## src/core/lbes_pkg.sv

```systemverilog
package lbes_pkg;
    localparam int STATUS_W = 32;
    localparam int INFO_W = 16;
    localparam int DATA_W = 10;
    localparam int GROUP_N = 16;
    localparam logic [7:0] SCHEME_INST = 8'h00;
    localparam logic [7:0] SCHEME_ADDR_TYPE = 8'h01;
    localparam logic [7:0] SCHEME_ADDR_NUM = 8'h02;
    localparam logic [7:0] SCHEME_DEV_GROUP = 8'h03;
    localparam logic [7:0] SCHEME_INST_GROUP = 8'h04;
    localparam logic [7:0] SCHEME_POWER = 8'hff;
    localparam logic [7:0] NO_VALUE = 8'hff;
    localparam logic [15:0] INFO_POWER = 16'h0000;
    localparam logic [31:0] STATUS_RESET = 32'h00000000;
    localparam int ST_INIT = 0;
    localparam int ST_QUIESCENT = 1;
    localparam int ST_DISABLED = 2;
    localparam int ST_PARAM_OFF = 3;
    localparam int ST_OVER_VOLT = 4;
    localparam int ST_MISSING_V = 5;
    localparam int ST_SHORT = 6;
    localparam int ST_NO_POWER = 7;
    localparam int ST_FRAME_ERR = 8;
endpackage
```

## src/core/lbes_core.sv

```systemverilog
// Behaviour
// - Quiescent or disabled refuses other function requests
// - Recover rising edge clears quiescent and disabled
// - Bus stop/enable commands also leave those states
// - Host link error flag follows link failure
// - Status word zero when all is well
// - Sensor event flag pulses one cycle
// - First source field chosen by scheme
// - Second source field chosen by scheme
// - Schemes up to 4 carry ten data bits
// - Power-cycle event payload reads zero
// - Group field gives lowest group or 0xff
// - Short address field gives address or 0xff
// - Raw message flag pulses one cycle
// - Raw message length and bits passed uninterpreted
// - Every received sensor event is reported
// - Status bit 1 marks quiescent mode
// - Status bit 2 marks disabled, responses only
`timescale 1ns/10ps
module lbes_core
    import lbes_pkg::*;
(
    // Clock and reset
    input wire logic clock,
    input wire logic reset_n,
    // Host control
    input wire logic module_recover_request,
    input wire logic link_fault,
    input wire logic function_request,
    output logic function_accept,
    output logic function_refuse,
    // Bus commands from other controllers, one-cycle pulses
    input wire logic cmd_start_quiescent,
    input wire logic cmd_stop_quiescent,
    input wire logic cmd_disable_ctrl,
    input wire logic cmd_enable_ctrl,
    // Module conditions
    input wire logic cond_initializing,
    input wire logic cond_param_disabled,
    input wire logic cond_over_voltage,
    input wire logic cond_missing_supply,
    input wire logic cond_short_circuit,
    input wire logic cond_no_bus_power,
    input wire logic cond_frame_errors,
    // Received sensor event
    input wire logic rx_event_valid,
    input wire logic [7:0] rx_scheme,
    input wire logic [7:0] rx_instance_type,
    input wire logic [7:0] rx_instance_number,
    input wire logic [7:0] rx_short_addr,
    input wire logic rx_short_addr_valid,
    input wire logic [7:0] rx_device_group,
    input wire logic [7:0] rx_instance_group,
    input wire logic [15:0] rx_group_mask,
    input wire logic [DATA_W-1:0] rx_event_data,
    // Received reserved message
    input wire logic rx_raw_valid,
    input wire logic [7:0] rx_raw_len,
    input wire logic [31:0] rx_raw_bits,
    // Status outputs
    output logic host_link_error,
    output logic [STATUS_W-1:0] module_status_word,
    output logic forward_frame_enable,
    // Event outputs
    output logic sensor_event_pulse,
    output logic [7:0] event_scheme,
    output logic [7:0] event_source_first,
    output logic [7:0] event_source_second,
    output logic [INFO_W-1:0] event_payload,
    // Raw message outputs
    output logic raw_message_pulse,
    output logic [7:0] raw_message_bit_length,
    output logic [31:0] raw_message_bits
);
    logic recover_prev_q, recover_prev_d;
    logic quiescent_q, quiescent_d;
    logic disabled_q, disabled_d;
    logic [STATUS_W-1:0] status_q, status_d;
    logic link_err_q, link_err_d;
    logic fwd_en_q, fwd_en_d;
    logic accept_q, accept_d;
    logic refuse_q, refuse_d;
    logic ev_pulse_q, ev_pulse_d;
    logic [7:0] scheme_q, scheme_d;
    logic [7:0] src1_q, src1_d;
    logic [7:0] src2_q, src2_d;
    logic [INFO_W-1:0] info_q, info_d;
    logic raw_pulse_q, raw_pulse_d;
    logic [7:0] raw_len_q, raw_len_d;
    logic [31:0] raw_bits_q, raw_bits_d;
    logic [7:0] map_src1;
    logic [7:0] map_src2;
    logic [INFO_W-1:0] map_info;
    logic recover_edge;
    logic blocked;

    lbes_event_map u_map (
        .scheme(rx_scheme),
        .instance_type(rx_instance_type),
        .instance_number(rx_instance_number),
        .short_addr(rx_short_addr),
        .short_addr_valid(rx_short_addr_valid),
        .device_group(rx_device_group),
        .instance_group(rx_instance_group),
        .group_mask(rx_group_mask),
        .event_data(rx_event_data),
        .src_first(map_src1),
        .src_second(map_src2),
        .payload(map_info)
    );

    assign recover_edge = module_recover_request && !recover_prev_q;
    assign blocked = quiescent_q || disabled_q;

    // Mode flags: a start command in the same cycle as a recovery wins
    always_comb begin
        recover_prev_d = module_recover_request;
        quiescent_d = quiescent_q;
        disabled_d = disabled_q;
        if (recover_edge || cmd_stop_quiescent) begin
            quiescent_d = 1'b0;
        end
        if (recover_edge || cmd_enable_ctrl) begin
            disabled_d = 1'b0;
        end
        if (cmd_start_quiescent) begin
            quiescent_d = 1'b1;
        end
        if (cmd_disable_ctrl) begin
            disabled_d = 1'b1;
        end
    end

    // Status word and request gating
    always_comb begin
        status_d = STATUS_RESET;
        status_d[ST_INIT] = cond_initializing;
        status_d[ST_QUIESCENT] = quiescent_d;
        status_d[ST_DISABLED] = disabled_d;
        status_d[ST_PARAM_OFF] = cond_param_disabled;
        status_d[ST_OVER_VOLT] = cond_over_voltage;
        status_d[ST_MISSING_V] = cond_missing_supply;
        status_d[ST_SHORT] = cond_short_circuit;
        status_d[ST_NO_POWER] = cond_no_bus_power;
        status_d[ST_FRAME_ERR] = cond_frame_errors;
        link_err_d = link_fault;
        fwd_en_d = !disabled_d && !cond_param_disabled;
        accept_d = function_request && !blocked;
        refuse_d = function_request && blocked;
    end

    // Event and raw message capture
    always_comb begin
        ev_pulse_d = rx_event_valid;
        scheme_d = scheme_q;
        src1_d = src1_q;
        src2_d = src2_q;
        info_d = info_q;
        if (rx_event_valid) begin
            scheme_d = rx_scheme;
            src1_d = map_src1;
            src2_d = map_src2;
            info_d = map_info;
        end
        raw_pulse_d = rx_raw_valid;
        raw_len_d = raw_len_q;
        raw_bits_d = raw_bits_q;
        if (rx_raw_valid) begin
            raw_len_d = rx_raw_len;
            raw_bits_d = rx_raw_bits;
        end
    end

    always_ff @(posedge clock) begin
        if (!reset_n) begin
            recover_prev_q <= 1'b0;
            quiescent_q <= 1'b0;
            disabled_q <= 1'b0;
            status_q <= STATUS_RESET;
            link_err_q <= 1'b0;
            fwd_en_q <= 1'b0;
            accept_q <= 1'b0;
            refuse_q <= 1'b0;
            ev_pulse_q <= 1'b0;
            scheme_q <= 8'h00;
            src1_q <= 8'h00;
            src2_q <= 8'h00;
            info_q <= 16'h0000;
            raw_pulse_q <= 1'b0;
            raw_len_q <= 8'h00;
            raw_bits_q <= 32'h00000000;
        end else begin
            recover_prev_q <= recover_prev_d;
            quiescent_q <= quiescent_d;
            disabled_q <= disabled_d;
            status_q <= status_d;
            link_err_q <= link_err_d;
            fwd_en_q <= fwd_en_d;
            accept_q <= accept_d;
            refuse_q <= refuse_d;
            ev_pulse_q <= ev_pulse_d;
            scheme_q <= scheme_d;
            src1_q <= src1_d;
            src2_q <= src2_d;
            info_q <= info_d;
            raw_pulse_q <= raw_pulse_d;
            raw_len_q <= raw_len_d;
            raw_bits_q <= raw_bits_d;
        end
    end

    assign function_accept = accept_q;
    assign function_refuse = refuse_q;
    assign host_link_error = link_err_q;
    assign module_status_word = status_q;
    assign forward_frame_enable = fwd_en_q;
    assign sensor_event_pulse = ev_pulse_q;
    assign event_scheme = scheme_q;
    assign event_source_first = src1_q;
    assign event_source_second = src2_q;
    assign event_payload = info_q;
    assign raw_message_pulse = raw_pulse_q;
    assign raw_message_bit_length = raw_len_q;
    assign raw_message_bits = raw_bits_q;

    a_refuse_blocked: assert property (@(posedge clock) disable iff (!reset_n)
        function_request && (status_q[ST_QUIESCENT] || status_q[ST_DISABLED])
        |=> function_refuse && !function_accept)
        else $error("request taken while quiescent or disabled");

    a_recover_clears: assert property (@(posedge clock) disable iff (!reset_n)
        $rose(module_recover_request) && !cmd_start_quiescent && !cmd_disable_ctrl
        |=> !module_status_word[ST_QUIESCENT] && !module_status_word[ST_DISABLED])
        else $error("recovery edge did not clear mode bits");

    a_cmd_leaves: assert property (@(posedge clock) disable iff (!reset_n)
        cmd_stop_quiescent && !cmd_start_quiescent |=> !module_status_word[ST_QUIESCENT])
        else $error("stop command did not leave quiescent");

    a_link_error: assert property (@(posedge clock) disable iff (!reset_n)
        ##1 host_link_error == $past(link_fault))
        else $error("link error flag wrong");

    a_status_idle: assert property (@(posedge clock) disable iff (!reset_n)
        module_status_word[STATUS_W-1:ST_FRAME_ERR+1] == '0)
        else $error("reserved status bits set");

    a_event_pulse: assert property (@(posedge clock) disable iff (!reset_n)
        ##1 sensor_event_pulse == $past(rx_event_valid))
        else $error("event flag not one cycle per event");

    a_power_zero: assert property (@(posedge clock) disable iff (!reset_n)
        rx_event_valid && rx_scheme == SCHEME_POWER
        |=> sensor_event_pulse && event_payload == INFO_POWER)
        else $error("power-cycle payload not zero");

    a_data_low: assert property (@(posedge clock) disable iff (!reset_n)
        rx_event_valid && rx_scheme <= SCHEME_INST_GROUP
        |=> event_payload == {6'h00, $past(rx_event_data)})
        else $error("event data not in low ten bits");

    a_addr_none: assert property (@(posedge clock) disable iff (!reset_n)
        rx_event_valid && rx_scheme == SCHEME_POWER && !rx_short_addr_valid
        |=> event_source_second == NO_VALUE)
        else $error("invalid short address not reported as ff");

    a_raw_pass: assert property (@(posedge clock) disable iff (!reset_n)
        rx_raw_valid |=> raw_message_pulse && raw_message_bits == $past(rx_raw_bits)
            && raw_message_bit_length == $past(rx_raw_len))
        else $error("raw message not passed through");

    a_fields_hold: assert property (@(posedge clock) disable iff (!reset_n)
        !rx_event_valid |=> $stable(event_source_first) && $stable(event_payload)
            && $stable(event_source_second) && $stable(event_scheme))
        else $error("event fields changed without event");

    a_src_inst: assert property (@(posedge clock) disable iff (!reset_n)
        rx_event_valid && rx_scheme == SCHEME_INST |=> event_source_first == $past(rx_instance_type)
            && event_source_second == $past(rx_instance_number))
        else $error("scheme 0 source fields wrong");

    a_src_addr: assert property (@(posedge clock) disable iff (!reset_n)
        rx_event_valid && rx_scheme == SCHEME_ADDR_NUM |=> event_source_first == $past(rx_short_addr)
            && event_source_second == $past(rx_instance_number))
        else $error("scheme 2 source fields wrong");

    a_group_none: assert property (@(posedge clock) disable iff (!reset_n)
        rx_event_valid && rx_scheme == SCHEME_POWER && rx_group_mask == 16'h0000
        |=> event_source_first == NO_VALUE)
        else $error("missing group not reported as ff");

    a_raw_pulse: assert property (@(posedge clock) disable iff (!reset_n)
        ##1 raw_message_pulse == $past(rx_raw_valid))
        else $error("raw flag not one cycle per message");

    a_fwd_disabled: assert property (@(posedge clock) disable iff (!reset_n)
        module_status_word[ST_DISABLED] |-> !forward_frame_enable)
        else $error("forward frames allowed while disabled");

    a_enable_leaves: assert property (@(posedge clock) disable iff (!reset_n)
        cmd_enable_ctrl && !cmd_disable_ctrl |=> !module_status_word[ST_DISABLED])
        else $error("enable command did not leave disabled");
endmodule

```

## src/core/lbes_event_map.sv

```systemverilog
`timescale 1ns/10ps
module lbes_event_map
    import lbes_pkg::*;
(
    // Received event fields
    input wire logic [7:0] scheme,
    input wire logic [7:0] instance_type,
    input wire logic [7:0] instance_number,
    input wire logic [7:0] short_addr,
    input wire logic short_addr_valid,
    input wire logic [7:0] device_group,
    input wire logic [7:0] instance_group,
    input wire logic [15:0] group_mask,
    input wire logic [DATA_W-1:0] event_data,
    // Mapped outputs
    output logic [7:0] src_first,
    output logic [7:0] src_second,
    output logic [INFO_W-1:0] payload
);
    // Lowest member group, or the no-value code
    function automatic logic [7:0] lowest_group(input logic [15:0] mask);
        logic [7:0] g;
        g = NO_VALUE;
        for (int i = GROUP_N - 1; i >= 0; i--) begin
            if (mask[i]) begin
                g = 8'(i);
            end
        end
        return g;
    endfunction

    always_comb begin
        src_first = 8'h00;
        src_second = 8'h00;
        payload = {{(INFO_W - DATA_W){1'b0}}, event_data};
        case (scheme)
            SCHEME_INST: begin
                src_first = instance_type;
                src_second = instance_number;
            end
            SCHEME_ADDR_TYPE: begin
                src_first = short_addr;
                src_second = instance_type;
            end
            SCHEME_ADDR_NUM: begin
                src_first = short_addr;
                src_second = instance_number;
            end
            SCHEME_DEV_GROUP: begin
                src_first = device_group;
                src_second = instance_type;
            end
            SCHEME_INST_GROUP: begin
                src_first = instance_group;
                src_second = instance_type;
            end
            SCHEME_POWER: begin
                src_first = lowest_group(group_mask);
                src_second = short_addr_valid ? short_addr : NO_VALUE;
                payload = INFO_POWER;
            end
            default: begin
                payload = {INFO_W{1'b0}};
            end
        endcase
    end
endmodule

```

## config.mk

```make
export PLATFORM = sky130hd
export DESIGN_NAME = lbes_core
export DESIGN_NICKNAME = d
export VERILOG_FILES = /design/src/core/lbes_pkg.sv /design/src/core/lbes_core.sv /design/src/core/lbes_event_map.sv
export SDC_FILE = /design/constraint.sdc
export NUM_CORES = 1
export LEC_CHECK = 0
export BUFFER_PORTS_ARGS = -buffer_cell sky130_fd_sc_hd__buf_2
export CELL_PAD_IN_SITES_DETAIL_PLACEMENT = 1
export CELL_PAD_IN_SITES_GLOBAL_PLACEMENT = 2
export CORE_AREA = 5 5 135 137
export CTS_CLUSTER_DIAMETER = 80
export DETAILED_ROUTE_END_ITERATION = 8
export DIE_AREA = 0 0 140 142
export GPL_ROUTABILITY_DRIVEN = 0
export PLACE_DENSITY_LB_ADDON = 0.1
export SLEW_MARGIN = 20
export SYNTH_ARGS = -nofsm -noshare
export SYNTH_HDL_FRONTEND = slang
export SYNTH_SLANG_ARGS = --single-unit
```

## constraint.sdc

```tcl
create_clock -name clock -period 4.7 [get_ports clock]
set_clock_uncertainty 0.15 [all_clocks]
set_input_delay 0.94 -clock clock [delete_from_list [all_inputs] [get_ports clock]]
set_output_delay 0.94 -clock clock [all_outputs]
set_load 0.02 [all_outputs]
```

==> run metrics, run 1 <==
outcome completed; Syn-to-layout area delta 35.8%; Crit Path Class input port to register; DRT Pass-1 Iters 4; post_cts resized 0; critical path endpoint category register; Final HPWL DP 11300 um; first-pass GRT wire length 21800 um; Tightest Pin Transition 0.716 ns; die width 140 um; pre-CTS setup slack 1.68 ns; Final Max Tran Viols 0; Tcrit/Tclk final 56.3%; area leader, netlist dfxtp_1; drt first-iter violations 88; Remaining DRCs 0; syn_area_per_cell 9.71 um2; worst skew pair latency 0.35 ns; share of layout cells above drive strength 1 39.5%; Pleak 2.77 nW; vias in the first global route 4038; cts bufs inserted 9; initial antenna violation count 3; Final Hold Fails 0; FILL cells 2037; data required time of the worst path 4.83 ns; crit path cell chain buf_2 -> and4_1 -> and2_1 -> a21oi_1 -> nand2b_1 -> o21ai_1; relative max-transition margin 52.3%; unrepaired setup endpoints after global routing no; PwrDens 330 nW/um2; area of the mapped netlist 4130 um2; Period minus WS final 2.64 ns; HP Class register to register; TNS Setup 0 ns; Final Non-Filler Cells 863; Final ANT Viol Nets 0; post-synth cell types 48; Clk pin slew, worst setup/hold paths 0.07 ns; root buf cell clkbuf_16; Initial Utilization 24.4%; hold_buf cts 0; DP Cell Count 845; Routed WL per cell 16.6 um; CTS tree yes; Vias/cell 4.34; Seq/Total Area, Yosys 43.6%; Max Root-Sink Buffers 2; max-cap violation count 0; DIE AREA 19900 um2; highest cell delay on the worst timing path 0.48 ns; Post-Synthesis Cells 425; sum of buffers and inverters on the critical path 1; area share of the largest cell type after synthesis 43.6%; GRT overflow 0; internal reg-to-reg setup slack 3.68 ns; core outline area 16900 um2; routed wire length 14300 um; fin worst setup slack 2.06 ns; clock sink total 90; Hold Worst Slack 0.299 ns; PortBufs 221; Seq cells post-synth 90; all-layer global routing usage 13.9%; largest net degree at the start of global routing 75; share of flip-flops with an asynchronous set or reset 0%; EDFF count, synth 0; post-CTS setup buffer count 0; worst-path fanout max 22; Synth area leaders dfxtp_1 44%, mux2i_1 14%, nor2b_1 8.0%; IO Count 251; Setup violations, final 0; total number of vias 3748; Die Ht 142 um; Fmax 0.378 GHz; top_reg_cell synth dfxtp_1; Cell Rows 48; Nets 764; maximum vdd drop 0.000162 V; WP data arrival 2.77 ns; element type at the critical path start input port; H-tree depth 3; Crit path max-delay family simple AND/OR/NAND/NOR gates; slowest cell on the critical path and2_1; synth warn 0
sequential cells by signal, indices dropped and copies added, names as in the netlist:
name,flops
event_scheme,8
raw_message_bits,32
raw_message_pulse,1
forward_frame_enable,1
event_source_second,8
event_source_first,8
host_link_error,1
sensor_event_pulse,1
recover_prev_q,1
module_status_word,9
function_refuse,1
event_payload,10
raw_message_bit_length,8
function_accept,1
report_power, final:
part	switching [mW]	leakage, nW	internal (mW)	total (mW)
Combinational	0.167	1.89	0.116	0.283
Sequential	0.0141	0.739	0.794	0.809
Clock	0.335	0.149	0.423	0.758
per-stage QoR:
stage                     total power [mW]  cell area (um2)  util, %
after detailed placement              1.11             5290     31.2
after global routing                  1.94             5610     33.1
after floorplan                       1.01             4230        -
after global placement                1.11             5290     31.2
after CTS                             1.89             5600     33.1
final                                 1.85             5610     33.1
cell families after synthesis:
kind of cell           synth area share, %
buffers and inverters                 8.85
AO/OA/AOI/OAI                         11.6
AND/OR/NAND/NOR                       20.3
flip-flops                            43.6
multiplexers                          15.5
other                               0.0908
cell type report:
class	instances	area, um2	share of cell area, %
flip-flops and latches	90	1800	32.1
well taps	225	282	5.02
inverters	5	18.8	0.335
multi-input cells	302	2070	36.9
repair buffers	223	1120	20.0
clock buffers	9	225	4.02
clock inverters	7	83.8	1.50
diodes	2	5.00	0.0893
synth_stat cells (3+ instances only):
cell	instances
dfxtp_1	90
o21ai_1	13
mux2i_1	57
inv_1	5
buf_4	31
and2_1	22
nand2_1	24
o22ai_1	5
a22o_1	11
nor2b_1	53
nor3_1	4
clkbuf_1	10
a22oi_1	7
a21oi_1	6
nand3_1	3
nand2b_1	11
a222oi_1	9
o21a_1	3
mux2_1	4
buf_2	12
nor2_1	10
worst reg2reg max path: cells and delay by family, from the launching register on:
| family | cells | cell delay [ns] |
|---|---|---|
| and+or+nand+nor | 2 | 0.31 |
| DFF | 1 | 0.29 |
| AOI/OAI and AO/OA | 1 | 0.21 |
layer usage:
| layer | vias up | part of all wire (%) | global-route usage (%) |
|---|---|---|---|
| met2 | 147 | 48 | 23.3 |
| met4 | 2 | 2.5 | 5.86 |
| li1 | 1833 | - | - |
| met3 | 26 | 10 | 6.15 |
| met1 | 1740 | 39 | 15.5 |
| met5 | - | 0.049 | 0 |
path summary, 6_finish.rpt:
kind                                                            end                                 from  cells after the start
worst max-delay path            event_source_second[3]$_SDFFE_PN0P_                         rx_scheme[2]                      6
worst min-delay path            event_source_second[5]$_SDFFE_PN0P_  event_source_second[5]$_SDFFE_PN0P_                      2
worst max register to register      forward_frame_enable$_SDFF_PN0_            recover_prev_q$_SDFF_PN0_                      3
worst min register to register  event_source_second[5]$_SDFFE_PN0P_  event_source_second[5]$_SDFFE_PN0P_                      2
cells in the final DEF (no fill, tap or decap), types with 3 or more instances in the layout:
cell	Yosys	layout
a21oi_1	6	6
a222oi_1	9	9
a22o_1	11	11
a22oi_1	7	7
and2_1	22	22
buf_2	12	221
clkbuf_16	0	9
conb_1	1	29
dfxtp_1	90	90
inv_1	5	5
inv_6	0	3
mux2_1	4	4
mux2i_1	57	57
nand2_1	24	24
nand2b_1	11	11
nand3_1	3	3
nor2_1	10	10
nor2b_1	53	52
nor3_1	4	4
o21a_1	3	3
o21ai_1	13	13
o22ai_1	5	5
(Power assumes the default switching activity.)
==> run 2: changes to the inputs <==
Settings changed: CORE_AREA 5 5 135 137 to 5 5 147 149, DIE_AREA 0 0 140 142 to 0 0 152 154.
Clock period 4.7 ns to 2.3 ns, I/O delays scaled along.
==> run 2 against run 1 <==
  * Register-to-register slack got worse by 2.4 ns
  * Combinational power increased by 110%
  * Worst setup slack got worse by 1.5 ns
  * Non-clock buffer count increased by 9
  * Via count increased by 1.6%
  * Critical path type unchanged
  * Critical path depth unchanged
  * Count of clock-buffer cells in the layout unchanged
  * Final cell count increased by 6.0%
  * Design area increased by 2.7%
  * Sequential share of layout area decreased by 0.84 points
  * Clock power increased by 110%
  * Power increased by 110%
==> run metrics, run 2 (synthesis results as in run 1) <==
Cell Rows 52; post_cts resized 0; WP data arrival 1.88 ns; Remaining DRCs 0; Syn-to-layout area delta 39.4%; Max Root-Sink Buffers 2; HP Class input port to register; Crit Path Class input port to register; relative max-transition margin 58.3%; commonest cells after routing, fill and taps aside 221 x buf_2, 90 x dfxtp_1, 57 x mux2i_1; H-tree depth 3; element type at the critical path start input port; GRT overflow 0; drt first-iter violations 122; PnR Total Power 3.85 mW; hold_buf cts 0; outcome completed; FILL cells 2443; Final Max Tran Viols 0; most common cell after layout, fill and taps aside buf_2; max-cap violation count 0; Setup crit start rx_scheme[7]; Nets 773; IO Count 251; DIE AREA 23400 um2; Vias/cell 4.16; clock sink total 90; max FFs per register 32; cts bufs inserted 9; DRT Pass-1 Iters 4; post-layout util 28.7%; worst-path fanout max 10; Finished Cell Area 5760 um2; Tightest Pin Transition 0.626 ns; PortBufs 221; TNS Setup 0 ns; maximum vdd drop 0.000408 V; Fmax 0.577 GHz; vias in the first global route 4241; post-CTS setup buffer count 0; Clk pin slew, worst setup/hold paths 0.08 ns; PwrDens 669 nW/um2; Initial Utilization 20.6%; data required time of the worst path 2.44 ns; FF-to-FF End forward_frame_enable$_SDFF_PN0_; critical path endpoint category register; FF-to-FF Start recover_prev_q$_SDFF_PN0_; initial antenna violation count 3; Tcrit/Tclk final 75.4%; core outline area 20000 um2; Die Ht 154 um; die width 152 um; first-pass GRT wire length 23800 um; unrepaired setup endpoints after global routing no; placed cell area 5440 um2; share of layout cells above drive strength 1 40.2%; Period minus WS final 1.73 ns; CP Capture Point event_payload[8]$_SDFFE_PN0P_; total number of vias 3808; diode count 0; r2r worst-path depth 3; Final ANT Viol Nets 0; Setup violations, final 0; Final HPWL DP 12200 um; root buf cell clkbuf_16; largest net degree at the start of global routing 74; routed wire length 15300 um; Hold Worst Slack 0.159 ns; internal reg-to-reg setup slack 1.25 ns; Pleak 2.83 nW; worst skew pair latency 0.35 ns; Final Hold Fails 0; Routed WL per cell 16.8 um; CTS tree yes; all-layer global routing usage 12.8%
## run 2: cell types whose count changed in the layout (fill, tap and decap cells not counted)
cell        change
buf_12          +2
clkinvlp_4      -1
diode_2         -2
clkinv_8        +1
buf_4           +7
nor2b_1         +1
nor2b_2         -1
## run 2: per-layer routing
layer	vias up	wire, um	GRT usage, %
met5	-	60	0
met4	6	237	4.45
met3	19	1380	5.76
met2	148	7500	21.9
met1	1783	6160	14.2
li1	1852	-	-
## run 2: report_power, final
part           internal (mW)  switching (mW)
clock network          0.875           0.731
registers               1.62          0.0299
logic                  0.246           0.345
total                   2.74            1.11
## run 2: area by class of cell
| type | instances | area, um2 | area share (%) |
|---|---|---|---|
| Clock buffer | 9 | 225 | 3.91 |
| Clock inverter | 7 | 92.6 | 1.61 |
| Inverter | 5 | 18.8 | 0.326 |
| Timing Repair Buffer | 232 | 1210 | 21.1 |
| Tap cell | 270 | 338 | 5.87 |
| Sequential cell | 90 | 1800 | 31.3 |
| Multi-Input combinational cell | 302 | 2070 | 35.9 |
## run 2: worst min path at each step
stage / start / endpoint / cells past startpoint
after floorplan: module_status_word[1]$_SDFF_PN0_ / function_accept$_SDFF_PN0_ / 1
after global placement: event_source_second[1]$_SDFFE_PN0P_ / event_source_second[1]$_SDFFE_PN0P_ / 2
after detailed placement: event_source_first[7]$_SDFFE_PN0P_ / event_source_first[7]$_SDFFE_PN0P_ / 2
after CTS: cond_short_circuit / module_status_word[6]$_SDFF_PN0_ / 2
after global routing: cond_frame_errors / module_status_word[8]$_SDFF_PN0_ / 2
final: cond_short_circuit / module_status_word[6]$_SDFF_PN0_ / 2
## run 2: through the flow
stage,worst slack [ns],instances
after detailed placement,0.169,899
after floorplan,0.451,453
after CTS,0.555,915
final,0.565,915
after global placement,0.221,899
after global routing,0.378,915
## run 2: critical path, cell delays in order
cell and delay [ns]:
buf_2 0.12, nor3_1 0.28, and2_1 0.26, and3_1 0.44, a22o_1 0.20, and2_1 0.11
